<file path="src/inc/wdt_pkg.sv">
// constants, offsets, states and decode helpers for the runaway watchdog timer
package wdt_pkg;

    // register bus shape
    localparam int unsigned addr_width = 8;
    localparam int unsigned data_width = 32;

    // register byte offsets
    localparam logic [7:0] off_mode = 8'h00;
    localparam logic [7:0] off_clear = 8'h04;
    localparam logic [7:0] off_status = 8'h08;
    localparam logic [7:0] off_mask = 8'h0c;
    localparam logic [7:0] off_count = 8'h10;
    localparam logic [7:0] off_state = 8'h14;
    localparam logic [7:0] off_expiries = 8'h18;

    // watchdog_mode_reg field positions
    localparam int unsigned mode_enable_bit = 0;
    localparam int unsigned mode_period_lsb = 1;
    localparam int unsigned mode_idle_bit = 4;

    // clear register: writing a one here restarts the count
    localparam int unsigned clear_bit = 0;

    // event bits shared by status and mask registers
    localparam int unsigned ev_width = 3;
    localparam int unsigned ev_expiry = 0;
    localparam int unsigned ev_half = 1;
    localparam int unsigned ev_clear_off = 2;

    // values after reset
    localparam logic mode_enable_rst = 1'b1;
    localparam logic [2:0] period_rst = 3'h0;
    localparam logic idle_run_rst = 1'b0;
    localparam logic [2:0] mask_rst = 3'h0;
    localparam logic [2:0] status_rst = 3'h0;
    localparam logic [7:0] expiries_rst = 8'h00;
    localparam logic [24:0] count_rst = 25'h0000000;

    // counter sizing: longest interval is two to the 25th cycles
    localparam int unsigned count_width = 25;
    localparam int unsigned period_exp_min_dflt = 15;
    localparam logic [2:0] period_code_max = 3'h5;

    typedef enum logic [2:0] {
        st_off = 3'b001,
        st_run = 3'b010,
        st_hold = 3'b100
    } wd_state_e;

    // last count value of an interval; codes above the top one act as the top one
    function automatic logic [24:0] interval_last(input logic [2:0] sel,
                                                  input int unsigned exp_min);
        logic [2:0] code;
        int unsigned expo;
        logic [31:0] full;
        code = (sel > period_code_max) ? period_code_max : sel;
        expo = exp_min + 2 * int'(code);
        full = (32'h00000001 << expo) - 32'h00000001;
        return full[24:0];
    endfunction

endpackage

</file>
<file path="src/hdl/wdt_counter.sv">
// binary counter of system clock cycles with expiry and halfway pulses
`timescale 1ns/1ps
module wdt_counter
    import wdt_pkg::*;
(
    input wire logic clk, // system clock
    input wire logic resetn, // async reset, active low
    input wire logic ce, // clock enable, freezes all state when low
    input wire logic run, // advance the count this cycle
    input wire logic clear, // restart the count from zero
    input wire logic [24:0] last, // last count of the selected interval
    output logic [24:0] count, // present count
    output logic expire, // one-cycle pulse, interval elapsed
    output logic half_hit // one-cycle pulse, half of interval reached
);

    logic at_end;
    logic [24:0] half;

    // compare with >= so that shortening the interval mid-count still expires
    assign at_end = (count >= last);
    assign half = last >> 1;

    // the count itself, fed only by the system clock
    always_ff @(posedge clk or negedge resetn) begin
        if (!resetn) begin
            count <= count_rst;
        end else if (ce) begin
            if (clear) begin
                count <= count_rst;
            end else if (run) begin
                if (at_end) begin
                    count <= count_rst;
                end else begin
                    count <= count + 25'h0000001;
                end
            end
        end
    end

    // expiry and halfway pulses, suppressed by a clear in the same cycle
    always_ff @(posedge clk or negedge resetn) begin
        if (!resetn) begin
            expire <= 1'b0;
            half_hit <= 1'b0;
        end else if (ce) begin
            expire <= run && !clear && at_end;
            half_hit <= run && !clear && !at_end && (count == half);
        end
    end

endmodule

</file>
<file path="src/hdl/runaway_watchdog_timer.sv">
// runaway watchdog timer: register slave, run control and expiry signalling
//
// The address map and the strobed register port are this design's own decisions.
`timescale 1ns/1ps
// What this block does
// - counts system clock cycles in a binary counter, no other clock
// - three-bit select picks interval two to the 15, 17, 19, 21, 23 or 25
// - counter reaching the interval raises the expiry request
// - expiry request goes out as a non-maskable interrupt when not cleared
// - watchdog runs straight out of reset, no software enable needed
// - in idle the counter runs or holds per the idle-run enable bit
// - counter freezes during debug and resumes when debug ends
// - no timeout output pin; expiry shows only as interrupt request
module runaway_watchdog_timer
    import wdt_pkg::*;
#(
    parameter int unsigned period_exp_min = period_exp_min_dflt // shortest exponent
)
(
    input wire logic clk, // system clock, 200 mhz
    input wire logic resetn, // async reset, active low
    input wire logic ce, // clock enable, freezes all state when low
    input wire logic [7:0] addr, // register byte address
    input wire logic [31:0] wdata, // register write data
    input wire logic wr, // write strobe, one cycle
    input wire logic rd, // read strobe, one cycle
    output logic [31:0] rdata, // read data, valid the cycle after rd
    input wire logic idle_mode, // core is in idle, same clock domain
    input wire logic debug_mode, // core is halted in debug, same clock domain
    output logic watchdog_expiry_irq, // non-maskable request, one-cycle pulse
    output logic irq // maskable level interrupt from status bits
);

    // mode register fields
    logic wd_enable;
    logic [2:0] timeout_period_select;
    logic idle_run_enable;

    // interrupt bookkeeping
    logic [2:0] status;
    logic [2:0] next_status;
    logic [2:0] mask;
    logic [2:0] ev_set;
    logic [2:0] ev_clr;

    // run control
    wd_state_e state;
    wd_state_e next_state;
    logic run;
    logic sw_clear;
    logic cnt_clear;

    // counter interface
    logic [24:0] last;
    logic [24:0] count;
    logic expire;
    logic half_hit;

    // saturating tally of expiries
    logic [7:0] expiries;

    // decoded write strobes
    logic wr_mode;
    logic wr_clear;
    logic wr_status;
    logic wr_mask;
    logic wr_expiries;

    assign wr_mode = wr && (addr == off_mode);
    assign wr_clear = wr && (addr == off_clear);
    assign wr_status = wr && (addr == off_status);
    assign wr_mask = wr && (addr == off_mask);
    assign wr_expiries = wr && (addr == off_expiries);

    // mode register; enable is set at reset so the dog bites unless turned off
    always_ff @(posedge clk or negedge resetn) begin
        if (!resetn) begin
            wd_enable <= mode_enable_rst;
            timeout_period_select <= period_rst;
            idle_run_enable <= idle_run_rst;
        end else if (ce && wr_mode) begin
            wd_enable <= wdata[mode_enable_bit];
            timeout_period_select <= wdata[mode_period_lsb +: 3];
            idle_run_enable <= wdata[mode_idle_bit];
        end
    end

    // mask register, same layout as status
    always_ff @(posedge clk or negedge resetn) begin
        if (!resetn) begin
            mask <= mask_rst;
        end else if (ce && wr_mask) begin
            mask <= wdata[ev_width-1:0];
        end
    end

    // run state: off when disabled, hold in debug or in idle without idle-run
    always_comb begin
        next_state = st_run;
        if (!wd_enable) begin
            next_state = st_off;
        end else if (debug_mode) begin
            next_state = st_hold;
        end else if (idle_mode && !idle_run_enable) begin
            next_state = st_hold;
        end else begin
            next_state = st_run;
        end
    end

    // state register
    always_ff @(posedge clk or negedge resetn) begin
        if (!resetn) begin
            state <= st_run;
        end else if (ce) begin
            state <= next_state;
        end
    end

    // count only while running; hold keeps the count, off forces it to zero
    always_comb begin
        run = 1'b0;
        case (state)
            st_run: run = 1'b1;
            st_hold: run = 1'b0;
            st_off: run = 1'b0;
            default: run = 1'b0;
        endcase
    end

    // zeroing while off means re-enabling always starts a full interval
    assign sw_clear = wr_clear && wdata[clear_bit];
    assign cnt_clear = sw_clear || (state == st_off);

    // interval decode from the period select field
    assign last = interval_last(timeout_period_select, period_exp_min);

    wdt_counter u_counter (
        .clk(clk),
        .resetn(resetn),
        .ce(ce),
        .run(run),
        .clear(cnt_clear),
        .last(last),
        .count(count),
        .expire(expire),
        .half_hit(half_hit)
    );

    // event sources feeding the sticky status bits
    always_comb begin
        ev_set = 3'h0;
        ev_set[ev_expiry] = expire;
        ev_set[ev_half] = half_hit;
        ev_set[ev_clear_off] = sw_clear && (state == st_off);
    end

    // write one to clear; a set in the same cycle wins over the clear
    always_comb begin
        ev_clr = wr_status ? wdata[ev_width-1:0] : 3'h0;
        next_status = (status & ~ev_clr) | ev_set;
    end

    always_ff @(posedge clk or negedge resetn) begin
        if (!resetn) begin
            status <= status_rst;
        end else if (ce) begin
            status <= next_status;
        end
    end

    // level interrupt follows status in the same cycle it changes, and a mask write one cycle later
    always_ff @(posedge clk or negedge resetn) begin
        if (!resetn) begin
            irq <= 1'b0;
        end else if (ce) begin
            irq <= |(next_status & mask);
        end
    end

    // non-maskable request: no mask or enable gate on purpose, the core
    // must see a runaway even if software corrupted the mask register;
    // this is the only non-maskable expiry signal, there is no timeout pin
    always_ff @(posedge clk or negedge resetn) begin
        if (!resetn) begin
            watchdog_expiry_irq <= 1'b0;
        end else if (ce) begin
            watchdog_expiry_irq <= expire;
        end
    end

    // expiry tally saturates so software can tell repeated runaways apart
    always_ff @(posedge clk or negedge resetn) begin
        if (!resetn) begin
            expiries <= expiries_rst;
        end else if (ce) begin
            if (expire && (expiries != 8'hff)) begin
                expiries <= expiries + 8'h01;
            end else if (wr_expiries && !expire) begin
                expiries <= expiries_rst;
            end
        end
    end

    // read port: data stand only in the cycle after the strobe
    always_ff @(posedge clk or negedge resetn) begin
        if (!resetn) begin
            rdata <= 32'h00000000;
        end else if (ce) begin
            if (rd) begin
                case (addr)
                    off_mode: rdata <= {27'h0000000, idle_run_enable,
                                        timeout_period_select, wd_enable};
                    off_clear: rdata <= 32'h00000000;
                    off_status: rdata <= {29'h00000000, status};
                    off_mask: rdata <= {29'h00000000, mask};
                    off_count: rdata <= {7'h00, count};
                    off_state: rdata <= {29'h00000000, state};
                    off_expiries: rdata <= {24'h000000, expiries};
                    default: rdata <= 32'h00000000;
                endcase
            end else begin
                rdata <= 32'h00000000;
            end
        end
    end

endmodule

</file>
<file path="config.mk">
export PLATFORM = sky130hd
export DESIGN_NAME = runaway_watchdog_timer
export DESIGN_NICKNAME = d
export VERILOG_FILES = /design/src/inc/wdt_pkg.sv /design/src/hdl/wdt_counter.sv /design/src/hdl/runaway_watchdog_timer.sv
export SDC_FILE = /design/constraint.sdc
export NUM_CORES = 1
export LEC_CHECK = 0
export ABC_CLOCK_PERIOD_IN_PS = 6140
export BUFFER_PORTS_ARGS = -buffer_cell sky130_fd_sc_hd__buf_2
export CORE_UTILIZATION = 45
export CTS_CLUSTER_DIAMETER = 100
export DETAILED_ROUTE_END_ITERATION = 7
export PLACE_DENSITY = 0.67
export SETUP_SLACK_MARGIN = 0.05
export SYNTH_ARGS = -nofsm -noshare
export SYNTH_HDL_FRONTEND = slang
export SYNTH_SLANG_ARGS = --single-unit
export TNS_END_PERCENT = 20
</file>
<file path="constraint.sdc">
create_clock -name clk -period 6.14 [get_ports clk]
set_input_delay 0.307 -clock clk [delete_from_list [all_inputs] [get_ports clk]]
set_output_delay 0.307 -clock clk [all_outputs]
set_load 0.01 [all_outputs]
</file>
=== Word level (Yosys, flattened, before mapping) ===
Cells that the tools add are included.

* Input port bits: 47
* Word-level logic and storage cells: 74
* Flip-flop bits (word level): 83
* Output and inout bits: 34

* Multiplexer cells: 13
* Order comparisons: 2
* Bitwise gates (word level): 4
* Shift operators: 1
* Equality and inequality tests: 10
* $add $sub $neg: 4
* Reduce and logical (&&, ||, !) cells: 27

{| class="wikitable"
|+ Operator list
! operator !! count
|-
| one-hot mux 25 bit (6 select lines) || 1
|-
| two-way mux 25 bit || 3
|-
| two-way mux 32 bit || 1
|-
| adder 25 x 1 -> 25 bit (second input constant) || 1
|-
| == test 25 x 24 -> 1 bit || 1
|-
| >= comparator 25 bit || 1
|-
| << shifter 1 x 5 -> 25 bit (first input constant) || 1
|-
| subtractor 25 x 1 -> 25 bit (second input constant) || 1
|-
| == test 8 x 5 -> 1 bit (second input constant) || 3
|-
| == test 8 x 4 -> 1 bit (second input constant) || 2
|-
| logical AND 1 bit || 16
|-
| two-way mux 8 bit || 2
|-
| two-way mux 3 bit || 5
|-
| adder 8 x 1 -> 8 bit (second input constant) || 1
|-
| == test 8 x 3 -> 1 bit (second input constant) || 1
|-
| logical NOT 8 bit || 1
|-
| != test 8 bit (second input constant) || 1
|-
| bitwise AND 3 bit || 2
|-
| adder 4 x 4 -> 5 bit (first input constant) || 1
|-
| logical NOT 1 bit || 4
|-
| AND reduction 2 bit || 2
|-
| nonzero test 2 bit || 2
|-
| == test 3 x 1 -> 1 bit (second input constant) || 1
|-
| == test 3 x 2 -> 1 bit (second input constant) || 1
|-
| other kinds (6) || 6
|}

=== Longest topological paths before layout ===
Gate-level depths: netlist of run 1.

* Word-level depth: 9
* Mapped depth: 10
* Mapped depth without buffers: 9

=== Modules after synthesis ===
A second synthesis of run 1 with hierarchy kept.

* Cell total of the unflattened synthesis: 533
* Area total of the unflattened synthesis: 5061.1 um^2

{| class="wikitable"
|+ By module, submodules not included
! module !! times used !! area each (um^2) !! cells an instance !! sequential area each (um^2)
|-
| runaway_watchdog_timer || 1 || 2620.0 || 240 || 1228.7
|-
| wdt_counter || 1 || 2441.1 || 293 || 675.6
|}

=== Worst setup path after synthesis of run 1 ===
Ideal clock, no wire load.

* Kind: register to register
* Start: register timeout_period_select[2]
* End: register u_counter.count[22]
* Stages on the path, launching flop included: 11
* Path buffers: 2
* Path slack: 3.537 ns
* Arrival: 2.477 ns
* Required time: 6.014 ns
* Clock period less this slack: 2.603 ns
* Cell sequence: dfrtp_1 clkbuf_1 o21ai_0 ha_1 nand4_1 nor3_1 a41oi_1 o2111ai_2 buf_2 nor3_1 a221o_1

* Word-level cells in the longest chain between the ends: 9

{| class="wikitable"
|+ RTL lines
! what !! RTL line !! RTL
|-
| start, declared || runaway_watchdog_timer.sv:36 || <nowiki>logic [2:0] timeout_period_select;</nowiki>
|-
| start signal, assigned || runaway_watchdog_timer.sv:79 || <nowiki>timeout_period_select <= period_rst;</nowiki>
|-
| start signal, assigned || runaway_watchdog_timer.sv:83 || <nowiki>timeout_period_select <= wdata[mode_period_lsb +: 3];</nowiki>
|-
| > comparator 3 bit || wdt_pkg.sv:57 || <nowiki>code = (sel > period_code_max) ? period_code_max : sel;</nowiki>
|-
| two-way mux 3 bit (*) || wdt_pkg.sv:57 ||
|-
| adder 4 x 4 -> 5 bit (*) || wdt_pkg.sv:58 || <nowiki>expo = exp_min + 2 * int'(code);</nowiki>
|-
| << shifter 1 x 5 -> 25 bit (*) || wdt_pkg.sv:59 || <nowiki>full = (32'h00000001 << expo) - 32'h00000001;</nowiki>
|-
| subtractor 25 x 1 -> 25 bit (*) || wdt_pkg.sv:59 ||
|-
| >= comparator 25 bit (*) || wdt_counter.sv:21 || <nowiki>assign at_end = (count >= last);</nowiki>
|-
| two-way mux 25 bit (*) || wdt_counter.sv:32 || <nowiki>if (at_end) begin</nowiki>
|-
| two-way mux 25 bit (*) || wdt_counter.sv:31 || <nowiki>end else if (run) begin</nowiki>
|-
| two-way mux 25 bit (*) || wdt_counter.sv:29 || <nowiki>if (clear) begin</nowiki>
|-
| end signal, assigned || wdt_counter.sv:30 || <nowiki>count <= count_rst;</nowiki>
|-
| end signal, assigned || wdt_counter.sv:33 || <nowiki>count <= count_rst;</nowiki>
|-
| end signal, assigned || wdt_counter.sv:35 || <nowiki>count <= count + 25'h0000001;</nowiki>
|-
| end, declared || wdt_counter.sv:12 || <nowiki>output logic [24:0] count,</nowiki>
|}

Every way passes the cells marked *; elsewhere a longest branch is shown, timed or not. The select of a mux whose other input is x is not followed.
A chain may end at the register's enable or synchronous reset.

=== Final worst setup path of run 1 ===
* Start: register timeout_period_select[2]
* End: register u_counter.count[18]

The elaborated chain is that of the path after synthesis.

==> flow_summary.yaml, run 1 <==
outcome:
  outcome: "completed"
critical_path:
  arrival_ps: 3580
  worstPathMaxFanout: 15
  crit_chain: "o21ai_0 > ha_1 > nand4_1 > nor3_1 > a41oi_1 > o2111ai_2 > nor2_4 > a221o_1"
  path_delay_family: "compound AO/OA/AOI/OAI gates"
  worst-path-buf-inv: 0
  crit_type: "register to register"
  worstSetupStartpointType: "register"
  r2r_cells: 8
  cp_data_required_time_ps: 6380
  cp_slowest_stage_delay_ps: 720
  end_kind: "register"
  cp_slowest_cell: "o2111ai_2"
  crit_cells: 8
logic_synthesis:
  ys_seq_elements: 76
  ys_seq_area_share_pct: 41.8
  synth_async_sr_flop_share_pct: 100
  ys_top_cells_by_area: "dfrtp_1 (41%), a22o_1 (6.5%), ha_1 (5.5%), nand2_1 (4.2%), nor2_1 (3.1%)"
  synth.distinct_cells: 72
  ys_warn_count: 0
  synth_ff_type: "dfrtp_1"
  netlist_instances: 472
  syn_area_um2: 4550
  avgSynthCellArea_um2: 9.65
  synth_edf_count: 0
  synth.largest_area_cell: "dfrtp_1"
  netlist.area_leader.share_pct: 40.7
die:
  initial_core_util_pct: 46.6
  io_pins: 81
  dieWidth_um: 103
  die_y_um: 103
  core_area_um2: 9770
  num_rows: 36
  die_area_um2: 10500
cts:
  cts_tree: "yes"
  clock_sinks: 76
  htreeDepth: 3
  cts.clk_slew.worst_paths_ps: 90
  postCtsHoldBufs: 0
  clock_path_buffers: 2
  cts_root_buf: "clkbuf_8"
  ctsResizeCount: 0
  post_cts_buffers: 0
  clk_latency_ps: 360
  numCtsBuffers: 9
flow_run:
  maxCapViolations: 0
layout:
  num_antenna_cells: 0
  drive_gt1_share_pct: 17.6
  final_common_cell: "dfrtp_1"
  instances_no_fill: 650
  nets: 579
  final_cell_mix: "dfrtp_1 (74), nand2_1 (51), buf_2 (45), nor2_1 (38), a22o_1 (34)"
  syn2layout_area_growth_pct: 11.2
  final_area_um2: 5060
sta:
  hold_viol_final: 0
  relSlewSlack_pct: 36.1
  setup_viol: 0
  skew_ps: 8.09
  maxSlewViolCount: 0
  rsz0062_at_grt: "false"
  hold_ws_ps: 91.7
  tightest_slew_ps: 958
  finalCritPeriodShare_pct: 54.4
  tns_ps: 0
  clock.fmax_mhz: 299
  timing.final.crit_period_ps: 3340
drt:
  drc: 0
  ant_nets: 0
  vias_per_cell: 5.94
  drtIter0Drc: 163
  via_count: 3864
  avgRoutedWirePerCell_um: 17.3
  wirelength_um: 11200
  drtPass1Iterations: 5
placement:
  dp_cells: 634
  dpl.hpwl_um: 7660
  post_dp_cell_area_um2: 4840
  finalWeightedCongestion: 0.959
  io_buffers: 46
pwr:
  p_leak_uw: 0.00237
  p_total_uw: 1030
  vdd_drop_max_mv: 0.139
  power_density_nw_per_um2: 203
grt:
  grt_usage_pct: 22.8
  grt_start_max_net_pins: 77
  antenna_found_initial: 0
  overflow: 0
  grt_pass1_vias: 3590
  grt_pass1_wl_um: 18200
worst_hold_path:
  hp-class: "primary input to async pin"
-- synth_stat cells, types with 5 or more instances --
cell type  count
dfrtp_1       74
nor2b_1        5
mux2i_1       11
clkbuf_1      12
a21oi_1       12
a31oi_1        5
o21ai_0       21
a31o_1         6
nor3_1        16
mux2_2         7
o2bb2ai_1      9
inv_1         12
and3_1         8
a22o_1        34
nand2_1       51
nor2_1        38
o31ai_1        9
nand3_1       20
nand4_1       11
ha_1          20
buf_2          5
buf_4          8
-- metal layers --
layer / GRT usage, % / routed length (um)
met5: 0 / 0
met4: 9.01 / 227
met3: 4.00 / 437
met2: 37.4 / 5380
met1: 29.8 / 5170
-- logic make-up (layout without fill, tap and decap cells) --
kind of cell	after synthesis	after routing	synth area share [%]
other	2	13	0.165
AOI/OAI and AO/OA	128	128	21.5
buffers and inverters	41	75	4.53
adders and majority gates	20	20	5.50
muxes	18	18	4.15
DFF	76	76	41.8
xor gates and xnor gates	7	7	1.35
and+or+nand+nor	180	180	21.0
-- flip-flops by register name (all words and copies together), names as in the netlist --
name / count
timeout_period_select: 3
u_counter.expire: 1
rdata: 25
irq: 1
u_counter.half_hit: 1
watchdog_expiry_irq: 1
status: 3
u_counter.count: 25
wd_enable: 1
state: 3
idle_run_enable: 1
mask: 3
expiries: 8
-- per-stage QoR --
stage	worst slack [ps]	utilization, %
after floorplan	3540	-
after global placement	2890	49.5
after detailed placement	2880	49.5
final	2800	51.8
after CTS	2840	51.8
after global routing	2630	51.8
-- report_power, final --
group	switching, uW	internal (uW)	leakage [uW]
Clock	201	242	0.000106
Combinational	52.7	25.0	0.00123
Sequential	5.43	504	0.00104
Total	259	770	0.00237
-- worst paths after layout --
path	from	to	slack, ps
setup / recovery	timeout_period_select[2]	u_counter.count[18]	2800
hold reg to reg	rdata[4]	rdata[4]	480
min in group clk	debug_mode	state[1]	120
max in group asynchronous	resetn	rdata[9]	5420
setup reg to reg	timeout_period_select[2]	u_counter.count[18]	2800
hold / removal	resetn	rdata[5]	90
-- area by class of cell --
class / instances / area (um^2)
fill: 900 / 4710
tap: 133 / 166
timing repair buffer: 47 / 240
clock buffer: 11 / 141
sequential: 76 / 1900
multi-input combinational: 366 / 2480
clock inverter: 5 / 83.8
inverter: 12 / 45.0
(Power assumes the default switching activity.)
==> run 2, diff against run 1 <==
Settings changed: ABC_AREA from default to 1, ABC_CLOCK_PERIOD_IN_PS 6140 to 2950, PLACE_DENSITY 0.67 to 0.69.
Clock period 6.14 ns to 2.95 ns, I/O delays scaled along.
==> run 2 against run 1 <==
  * Final cell count is 31% higher
  * Largest cell class unchanged
  * Global-route usage is 0.73 points higher
  * Sequential power is 110% higher
  * Area after synthesis is 7.6% higher
  * Clock-buffer cell count stayed put
  * Combinational power is 130% higher
  * Non-clock buffer count is 3 higher
  * Design area is 7.1% higher
==> flow_summary.yaml, run 2 <==
outcome:
  outcome: "completed"
grt:
  grt_start_max_net_pins: 77
  grt_usage_pct: 23.5
  overflow: 0
  grt_pass1_wl_um: 20700
  grt_pass1_vias: 4291
  antenna_found_initial: 0
critical_path:
  end_kind: "register"
  cp_data_required_time_ps: 3210
  arrival_ps: 2730
  worstSetupStartpointType: "register"
  worstPathMaxFanout: 18
  r2r_cells: 13
  crit_type: "register to register"
sta:
  relSlewSlack_pct: 34.6
  worst_slack_ps: 486
  timing.final.crit_period_ps: 2460
  tns_ps: 0
  hold_ws_ps: 60.4
  clock.fmax_mhz: 406
  finalCritPeriodShare_pct: 83.5
  rsz0062_at_grt: "false"
  tightest_slew_ps: 981
  maxSlewViolCount: 0
  setup_viol: 0
  skew_ps: 16.9
  hold_viol_final: 0
logic_synthesis:
  synth_ff_type: "dfrtp_1"
  ys_warn_count: 0
  synth.distinct_cells: 41
  ys_seq_area_share_pct: 38.9
  synth_xor_area_share_pct: 1.25
  syn_area_um2: 4900
  synth-adder-area-share_pct: 5.11
  ys_top_cells_by_area: "dfrtp_1 (38%), nand2_1 (15%), inv_1 (6.3%), nand3_1 (5.4%), ha_1 (5.1%)"
  synth_top_family_by_area: "simple AND/OR/NAND/NOR gates"
  synth_most_common_cell: "nand2_1"
  synth.largest_area_cell: "dfrtp_1"
  synth_async_sr_flop_share_pct: 100
  avgSynthCellArea_um2: 7.39
  synth_commonest_cells: "nand2_1 (195), inv_1 (82), dfrtp_1 (74)"
  yosys.area_share.simple_pct: 30.9
  netlist_instances: 663
  synth_compound_area_share_pct: 13.6
  muxShareOfSynthArea_pct: 0
  netlist.area_leader.share_pct: 37.8
  synth_edf_count: 0
  ys_seq_elements: 76
die:
  core_area_um2: 10500
  die_area_um2: 11300
  dieWidth_um: 106
  num_rows: 37
  die_y_um: 106
  io_pins: 81
  initial_core_util_pct: 46.8
placement:
  dp_cells: 833
  finalWeightedCongestion: 0.906
  io_buffers: 46
  pre_cts_ws_ps: 557
  dpl.hpwl_um: 8880
drt:
  vias_per_cell: 5.32
  wirelength_um: 12400
  drtIter0Drc: 264
  via_count: 4521
  ant_nets: 0
  drtPass1Iterations: 5
  drc: 0
  avgRoutedWirePerCell_um: 14.6
cts:
  cts_tree: "yes"
  ctsResizeCount: 0
  cts.clk_slew.worst_paths_ps: 70
  clock_sinks: 76
  htreeDepth: 3
  post_cts_buffers: 0
  postCtsHoldBufs: 1
  clock_path_buffers: 2
  clk_latency_ps: 360
  numCtsBuffers: 9
  cts_root_buf: "clkbuf_8"
layout:
  nets: 776
  final_cell_mix: "nand2_1 (195), inv_1 (82), dfrtp_1 (74), nor2_1 (59), nand3_1 (53)"
  final_common_cell: "nand2_1"
  final_core_util_pct: 51.9
  drive_gt1_share_pct: 13.4
  instances_no_fill: 850
  largestRegisters: "rdata x25, u_counter.count x25, expiries x8"
  syn2layout_area_growth_pct: 10.7
  num_antenna_cells: 0
flow_run:
  maxCapViolations: 0
worst_hold_path:
  hp-class: "primary input to register"
  hold_depth: 4
pwr:
  power_density_nw_per_um2: 394
  p_leak_uw: 0.00281
  vdd_drop_max_mv: 0.230
==> run 2: cell types whose count changed in the layout (fill, tap and decap cells not counted), sizes merged, moves of 11 or more <==
cell	change
a22o	-34
mux2i	-11
inv	+72
nor2	+25
nand3	+35
nand2	+149
a32o	+14
a21oi	+25
nor3	-12
==> run 2: per-layer routing <==
layer	GRT usage [%]	share of wire (%)	routed length [um]	up-vias
met3	4.29	6.2	767	14
met2	37.8	46	5710	149
met4	8.04	1.5	183	0
met5	0	0	0	-
met1	31.7	46	5790	2124
li1	-	-	-	2234
==> run 2: worst paths after layout <==
kind | start | to | slack (ps)
min in group asynchronous | resetn | expiries[2] | 460
worst min register to register | rdata[3] | rdata[3] | 480
worst max register to register | timeout_period_select[1] | u_counter.count[0] | 490
max in group asynchronous | resetn | status[1] | 1820
worst max-delay path | timeout_period_select[1] | u_counter.count[0] | 490
worst min-delay path | debug_mode | state[1] | 60
==> run 2: kinds of logic (layout without fill, tap and decap cells) <==
| group | count (synthesis) | in the layout |
|---|---|---|
| xor gates and xnor gates | 7 | 7 |
| DFF | 76 | 76 |
| other | 2 | 13 |
| and+or+nand+nor | 346 | 346 |
| adders and majority gates | 20 | 20 |
| buffers and inverters | 112 | 152 |
| AOI/OAI and AO/OA | 100 | 100 |
==> run 2: report_power, final <==
part / internal (uW) / switching (uW)
sequential: 1060 / 19.7
combinational: 46.9 / 131
clock: 475 / 403
==> run 2: final cells by class <==
type	count	area, um^2
well taps	136	170
clock buffers	11	131
fillers	1025	5040
multi-input cells	486	2540
repair buffers	50	278
inverters	86	323
flip-flops and latches	76	1900
clock inverters	5	77.6
==> run 2: worst max-delay path, stage by stage, from the launching register on <==
cell	delay, ps
dfrtp_1	460
inv_1	90
nand2_1	170
nand2_1	100
ha_1	300
nand2_1	100
inv_1	50
nand2_1	60
nand2_1	40
a21oi_1	300
nand3_2	150
nor2_4	130
nand2_4	200
a21oi_1	220
==> run 2: through the flow <==
stage               total power (uW)  instance area, um^2
finish                          2140                 5430
global route                    2220                 5430
CTS                             2150                 5430
detailed placement              1280                 5210
global placement                1270                 5210
floorplan                       1220                 4940
